--- src/rtl/etc_pkg.sv ---
// constants and types for the eight-bit timer capture unit
// Behaviour
// - three modes: timer, event, capture
// - timer counts internal clock, match irq clears
// - auto capture bit copies count to b, except in capture mode
// - auto capture unsynchronised, ff/00 may misread
// - source select halves period, divider doubles
// - event mode counts pin edge, polarity selectable
// - event mode match raises irq, clears
// - event match checked on pin falling edge
// - capture normal: fall to b, rise to a
// - capture inverted: rise to b, fall to a
// - first edge a-type: b unchanged, ff reset
// - capture edges pass noise rejection filter
// - status reports polarity and filter state
package etc_pkg;
   localparam int          CLK_HZ          = 250000000;
   localparam int          REF_HZ          = 16000000;
   localparam int          FASTEST_US      = 8;
   // cycles for fastest source period (8 us at 250 MHz)
   localparam int          FAST_CYCLES     = FASTEST_US * (CLK_HZ / 1000000);
   localparam logic [2:0]  SEL_FASTEST     = 3'h6;
   localparam int          PRE_W           = 18;
   localparam logic [7:0]  CAPB_RESET      = 8'hFF;
   localparam logic [7:0]  CNT_RESET       = 8'h00;
   localparam int          AUTO_CAP_BIT    = 6;
   localparam int          EDGE_POL_BIT    = 0;
   localparam int          FILT_W          = 4;

   typedef enum logic [1:0]
   {
      ETC_TIMER   = 2'b00,
      ETC_EVENT   = 2'b01,
      ETC_CAPTURE = 2'b10
   } etc_mode_e;

   typedef struct packed
   {
      logic          start;
      etc_mode_e     mode;
      logic [2:0]    source_clock_select;
      logic          prescaler_halve_select;
      logic [7:0]    compare_capture_reg_a;
   } etc_cfg_s;

   typedef struct packed
   {
      logic          rx_polarity_select;
      logic [FILT_W-1:0] rejectCycles;
   } etc_rxcfg_s;
endpackage : etc_pkg

--- src/rtl/etc_noise_filter.sv ---
// noise rejection receiver for the counter input pin
`timescale 1ns/100ps
module etc_noise_filter
   import etc_pkg::*;
(
   input  wire logic              mclk,
   input  wire logic              resetn,
   input  wire logic              sampleEn,
   input  wire logic              rawIn,
   input  wire logic [FILT_W-1:0] rejectCycles,
   output logic                   filtOut,
   output logic                   busy
);
   logic [FILT_W-1:0] run_ff;
   logic [FILT_W-1:0] nxt_run;
   logic              out_ff;
   logic              nxt_out;

   // level must persist rejectCycles+1 samples before it passes
   always_comb
   begin
      nxt_run = run_ff;
      nxt_out = out_ff;
      if (sampleEn)
      begin
         if (rawIn == out_ff)
            nxt_run = '0;
         else if (run_ff >= rejectCycles)
         begin
            nxt_out = rawIn;
            nxt_run = '0;
         end
         else
            nxt_run = run_ff + 1'b1;
      end
   end

   always_ff @(posedge mclk or negedge resetn)
   begin
      if (!resetn)
      begin
         run_ff <= '0;
         out_ff <= 1'b0;
      end
      else
      begin
         run_ff <= nxt_run;
         out_ff <= nxt_out;
      end
   end

   assign filtOut = out_ff;
   assign busy    = (run_ff != '0);
endmodule : etc_noise_filter

--- src/rtl/etc_timer.sv ---
// eight-bit timer, event counter and capture unit
`timescale 1ns/100ps
module etc_timer
   import etc_pkg::*;
(
   input  wire logic              mclk,
   input  wire logic              resetn,
   input  etc_pkg::etc_cfg_s      cfg,
   input  etc_pkg::etc_rxcfg_s    rxCfg,
   input  wire logic              autoCaptureWr,
   input  wire logic              edgePolaritySelect,
   input  wire logic              counterInputPin,
   output logic [7:0]             captureRegA,
   output logic [7:0]             captureRegB,
   output logic [7:0]             countValue,
   output logic                   counterIrq,
   output logic                   rxStatusPolarity,
   output logic                   rxStatusBusy
);
   import etc_pkg::*;

   logic [PRE_W-1:0] pre_ff;
   logic [PRE_W-1:0] nxt_pre;
   logic [7:0]       cnt_ff;
   logic [7:0]       nxt_cnt;
   logic [7:0]       capA_ff;
   logic [7:0]       nxt_capA;
   logic [7:0]       capB_ff;
   logic [7:0]       nxt_capB;
   logic             irq_ff;
   logic             nxt_irq;
   logic             armed_ff;
   logic             nxt_armed;
   logic             pinS1_ff;
   logic             pinS2_ff;
   logic             pinD_ff;
   logic             filtD_ff;
   logic             filtOut;
   logic             filtBusy;
   logic [PRE_W-1:0] period;
   logic             tick;
   logic             pinRise;
   logic             pinFall;
   logic             cntEdge;
   logic             matchEdge;
   logic             capIn;
   logic             capRise;
   logic             capFall;
   logic             bEdge;
   logic             aEdge;

   // source period: fastest times 2^(6-sel), doubled by divider
   always_comb
   begin
      period = PRE_W'(FAST_CYCLES) << (SEL_FASTEST - cfg.source_clock_select);
      if (cfg.prescaler_halve_select)
         period = period << 1;
   end

   always_comb
   begin
      nxt_pre = pre_ff + 1'b1;
      if (!cfg.start || pre_ff >= period - 1'b1)
         nxt_pre = '0;
   end
   assign tick = cfg.start && (pre_ff >= period - 1'b1);

   // pin synchroniser, then edge detection on second stage
   always_ff @(posedge mclk or negedge resetn)
   begin
      if (!resetn)
      begin
         pinS1_ff <= 1'b0;
         pinS2_ff <= 1'b0;
         pinD_ff  <= 1'b0;
         filtD_ff <= 1'b0;
      end
      else
      begin
         pinS1_ff <= counterInputPin;
         pinS2_ff <= pinS1_ff;
         pinD_ff  <= pinS2_ff;
         filtD_ff <= capIn;
      end
   end
   assign pinRise = pinS2_ff && !pinD_ff;
   assign pinFall = !pinS2_ff && pinD_ff;
   // counting edge per polarity bit
   assign cntEdge   = edgePolaritySelect ? pinFall : pinRise;
   // match compared on falling edge only
   assign matchEdge = pinFall;

   // capture edges filtered for noise
   etc_noise_filter u_filter
   (
      .mclk         (mclk),
      .resetn       (resetn),
      .sampleEn     (1'b1),
      .rawIn        (pinS2_ff ^ rxCfg.rx_polarity_select),
      .rejectCycles (rxCfg.rejectCycles),
      .filtOut      (filtOut),
      .busy         (filtBusy)
   );
   assign capIn   = filtOut;
   assign capRise = capIn && !filtD_ff;
   assign capFall = !capIn && filtD_ff;
   // normal: fall to b, rise to a inverted swaps
   assign bEdge = edgePolaritySelect ? capRise : capFall;
   assign aEdge = edgePolaritySelect ? capFall : capRise;

   always_comb
   begin
      nxt_cnt   = cnt_ff;
      nxt_capA  = capA_ff;
      nxt_capB  = capB_ff;
      nxt_irq   = 1'b0;
      nxt_armed = armed_ff;
      if (!cfg.start)
      begin
         nxt_cnt   = CNT_RESET;
         nxt_armed = 1'b0;
      end
      else
      begin
         case (cfg.mode)
            ETC_TIMER:
            begin
               if (tick)
               begin
                  if (cnt_ff == cfg.compare_capture_reg_a)
                  begin
                     nxt_cnt = CNT_RESET;
                     nxt_irq = 1'b1;
                  end
                  else
                     nxt_cnt = cnt_ff + 1'b1;
               end
            end
            ETC_EVENT:
            begin
               if (matchEdge && cnt_ff == cfg.compare_capture_reg_a)
               begin
                  nxt_cnt = CNT_RESET;
                  nxt_irq = 1'b1;
               end
               else if (cntEdge)
                  nxt_cnt = cnt_ff + 1'b1;
            end
            ETC_CAPTURE:
            begin
               if (tick)
                  nxt_cnt = cnt_ff + 1'b1;
               if (aEdge)
               begin
                  nxt_capA  = cnt_ff;
                  nxt_cnt   = CNT_RESET;
                  nxt_irq   = 1'b1;
                  nxt_armed = 1'b1;
               end
               else if (bEdge && armed_ff)
                  nxt_capB = cnt_ff;
               else if (bEdge)
               begin
                  nxt_capB  = cnt_ff;
                  nxt_armed = 1'b1;
               end
            end
            default:
               nxt_cnt = cnt_ff;
         endcase
      end
      // live copy, not aligned to counting
      if (autoCaptureWr && cfg.mode != ETC_CAPTURE)
         nxt_capB = cnt_ff;
   end

   always_ff @(posedge mclk or negedge resetn)
   begin
      if (!resetn)
      begin
         pre_ff   <= '0;
         cnt_ff   <= CNT_RESET;
         capA_ff  <= CNT_RESET;
         capB_ff  <= CAPB_RESET;
         irq_ff   <= 1'b0;
         armed_ff <= 1'b0;
      end
      else
      begin
         pre_ff   <= nxt_pre;
         cnt_ff   <= nxt_cnt;
         capA_ff  <= nxt_capA;
         capB_ff  <= nxt_capB;
         irq_ff   <= nxt_irq;
         armed_ff <= nxt_armed;
      end
   end

   assign captureRegA      = capA_ff;
   assign captureRegB      = capB_ff;
   assign countValue       = cnt_ff;
   assign counterIrq       = irq_ff;
   // polarity and filter state readback
   assign rxStatusPolarity = rxCfg.rx_polarity_select;
   assign rxStatusBusy     = filtBusy;
endmodule : etc_timer

--- config.mk ---
export PLATFORM = sky130hd
export DESIGN_NAME = etc_timer
export DESIGN_NICKNAME = d
export VERILOG_FILES = /design/src/rtl/etc_pkg.sv /design/src/rtl/etc_noise_filter.sv /design/src/rtl/etc_timer.sv
export SDC_FILE = /design/constraint.sdc
export NUM_CORES = 1
export LEC_CHECK = 0
export BUFFER_PORTS_ARGS = -buffer_cell sky130_fd_sc_hd__buf_2
export CAP_MARGIN = 20
export CELL_PAD_IN_SITES_DETAIL_PLACEMENT = 0
export CELL_PAD_IN_SITES_GLOBAL_PLACEMENT = 1
export CORE_ASPECT_RATIO = 1.75
export CORE_MARGIN = 5
export CORE_UTILIZATION = 25
export CTS_BUF_LIST = sky130_fd_sc_hd__clkbuf_4
export CTS_CLUSTER_SIZE = 14
export DETAILED_ROUTE_END_ITERATION = 10
export PLACE_DENSITY_LB_ADDON = 0.1
export SLEW_MARGIN = 10
export SYNTH_ARGS = -nofsm -noshare
export SYNTH_HDL_FRONTEND = slang
export SYNTH_SLANG_ARGS = --single-unit
--- constraint.sdc ---
create_clock -name mclk -period 3.9 [get_ports mclk]
set_input_delay 0.78 -clock mclk [delete_from_list [all_inputs] [get_ports mclk]]
set_output_delay 0.78 -clock mclk [all_outputs]
set_load 0.01 [all_outputs]
==> metrics.txt <==
largest net degree at the start of global routing 37; crit-path max cell delay 0.40 ns; total design power 1.34 mW; Startpoint Class input port; placed insts approximately 640; DP Wirelength 7920 µm; clk sinks 52; Total GRT Usage 11.9%; Routed met1 length 3290 µm; cts hold-fix bufs 0; Initial Utilization ~26%; cells on worst reg2reg path 7; I/O pins 52; Largest delay share family, worst path compound AO/OA/AOI/OAI gates; CTS tree built; first-pass GRT wire length 16,000 µm; sequential fraction of the synthesis area a little under two fifths; Placer Congestion between 0.7 and 0.8; Slew @ Worst Pin 0.837 ns; H-tree level count 2; FFs w/ async S/R, synth 100%; Non-Filler Instances 651; Pleak 2.01 nW; Critical Path RT 4.22 ns; synth warn 0; Slew Limit Fails 0; Unique masters post-synth 48; Fillers 1,535; ANT nets after route 0; Final period util about 93%; Nets ~530; Mapped Area around 0.0036 mm²; # setup viols final 0; max_cap viols 0; GRT overflow 0; DR WL met3 310 µm; final hold viol count 0; met2 wire len ~5700 µm; syn avg cell area 9.13 µm²; Critical Path AT 3.95 ns; Final min period 3.63 ns; stages on the worst setup path 19; clock-pin slew on the worst setup and hold paths around 0.16 ns; number of synthesized flops with an enable pin 0; Final Skew about 0.0059 ns; Die X 100 µm; clk_lat worst skew 0.38 ns; WHS Path Cells 0; flops & latches, synth 52; vias in the first global route 3,243; Max IR drop VDD about 0.00013 V; FP Rows between 50 and 60; Buf/Inv on CP 2; TritonRoute pass-1 iters 4; Max Used Layer met4; Crit-path slowest cell ha_2; PortBufs just over 50; worst hold path type flip-flop to flip-flop; Main synth FF type dfrtp_1; drt total wl 9500 µm; Initial DRC Count 82; Setup CP Type input port to flip-flop; Avg WL per Cell 14.6 µm; initial antenna violation count 1; cell count after synthesis ~400; Clock Path Buffers 2; RSZ-0062 raised after global routing no; CTS buffer count 5; DR vias just under 3k; core area 0.0139 mm²; vias per cell about 4.6; CP Capture Type flip-flop; fmax 0.275 GHz; crit path cell chain buf_2 > ha_4 > inv_1 > ha_2 > nor2_1 > nand2_1 > ha_2 > o31ai_4 > or3_1 > a21oi_1 > nor3_1 > a211oi_1 > ha_1 > nand2_1 > a2111oi_2 > o211ai_2 > and3_4 > o21ai_4 > mux2i_1; Die ar. about 0.017 mm²; number of remaining DRC errors 0; clock tree root driver cell clkbuf_4; post-synth net total roughly 450; fraction of layout cells with a size suffix above 1 25.6%; Max transition margin 44.2%; synth-to-layout area growth 22.7%; total power divided by cell area 307 mW/mm²; crit path max fanout 8; status finished, final reports clean; die height between 150 and 200 µm
[worst paths after layout]
kind | start | end | slack, ns
min | pinS1_ff | pinS2_ff | 0.37
max reg2reg | pre_ff[4] | countValue[1] | 1.66
max | cfg[9] | countValue[1] | 0.27
min in group asynchronous | resetn | u_filter.run_ff[2] | 0.48
min reg2reg | pinS1_ff | pinS2_ff | 0.37
max in group asynchronous | resetn | captureRegB[5] | 2.60
[per-stage QoR]
stage,utilization [%],area (µm²),hold WS [ns],TNS (ns),setup WS (ns)
floorplan,-,3610,0.331,0,0.00407
finish,31.3,4360,0.368,0,0.268
detailed placement,30.7,4270,0.336,-4.79,-0.242
global placement,30.7,4270,0.335,-2.75,-0.190
CTS,31.3,4350,0.372,0,0.182
global route,31.3,4360,0.388,0,0.0227
[logic make-up (layout without fill, tap and decap cells)]
| kind of cell | after synthesis | in the layout | synth area share, % |
|---|---|---|---|
| compound gates | 64 | 64 | 12.3 |
| xor+xnor | 35 | 35 | 8.63 |
| buf+inv | 36 | 120 | 4.26 |
| flops | 52 | 52 | 36.9 |
| simple gates | 156 | 156 | 22.3 |
| other cells | 0 | 1 | 0 |
| fa+ha+maj | 37 | 37 | 13.0 |
| mux | 9 | 9 | 2.61 |
[repair_timing]
item                       CTS  global route
hold endpoints to repair     0             0
gates resized for setup      0             1
setup endpoints to repair    0            17
setup buffers                0             0
[routing by layer]
metal,vias to the layer above,GRT usage (%)
li1,1507,-
met1,1402,11.2
met2,56,24.8
met3,13,1.25
met4,0,4.75
met5,-,0
[sequential cells by signal, indices dropped and copies added (netlist names)]
name and cells:
captureRegA 8, captureRegB 8, pinS1_ff 1, pinS2_ff 1
counterIrq 1, countValue 8, u_filter.run_ff 4, u_filter.filtOut 1
pinD_ff 1, pre_ff 18, filtD_ff 1
[layout by cell type, fill, tap and decap left out, types with 8 or more instances in the layout]
cell type / netlist / final
buf_2: 1 / 51
dfrtp_1: 44 / 44
nor2_1: 42 / 42
nand2_1: 39 / 39
buf_4: 4 / 36
ha_1: 37 / 34
o21ai_0: 27 / 26
inv_1: 25 / 25
xnor2_1: 22 / 22
nand3_1: 16 / 16
a21oi_1: 14 / 14
xor2_1: 13 / 13
nor2b_1: 10 / 10
nand4_1: 9 / 9
dfstp_2: 8 / 8
[Yosys cell counts (2+ instances only)]
library cell,number,area share (%)
dfrtp_1,44,31
nor2_1,42,4.4
nand2_1,39,4.1
ha_1,37,13
o21ai_0,27,3.8
inv_1,25,2.6
xnor2_1,22,5.4
nand3_1,16,2.3
a21oi_1,14,2.0
xor2_1,13,3.2
nor2b_1,10,1.8
nand4_1,9,1.6
dfstp_2,8,5.9
mux2i_1,7,2.0
nand4b_1,7,1.7
nand2b_1,6,1.1
nor3_1,6,0.85
o211ai_1,6,1.3
clkbuf_1,5,0.53
or3_1,5,0.88
buf_4,4,0.85
nand3b_1,4,0.85
a21o_1,2,0.42
a31oi_1,2,0.35
and3_1,2,0.35
mux2_2,2,0.63
o31ai_1,2,0.42
o32ai_1,2,0.49
or2_2,2,0.35
[layout make-up]
class / instances / area (µm²) / share of cell area [%]
well taps: 177 / 221 / 5.08
diodes: 1 / 2.50 / 0.0574
clock inverters: 3 / 42.5 / 0.976
flip-flops and latches: 52 / 1310 / 30.1
clock buffers: 5 / 37.5 / 0.861
inverters: 25 / 93.8 / 2.15
repair buffers: 87 / 526 / 12.1
multi-input cells: 301 / 2120 / 48.7
[worst register-to-register path: stages (launching register included)]
cell and delay, ns:
dfrtp_1 0.48, ha_1 0.31, nand4_1 0.12, a2111oi_2 0.43, o211ai_2 0.14, and3_4 0.20, o21ai_4 0.29, mux2i_1 0.22
[power breakdown]
part           switching (mW)  internal [mW]
clock                   0.184          0.134
combinational           0.214          0.180
sequential             0.0407          0.586
total                   0.439          0.901
Note: power is estimated with default switching activity, not from simulation.
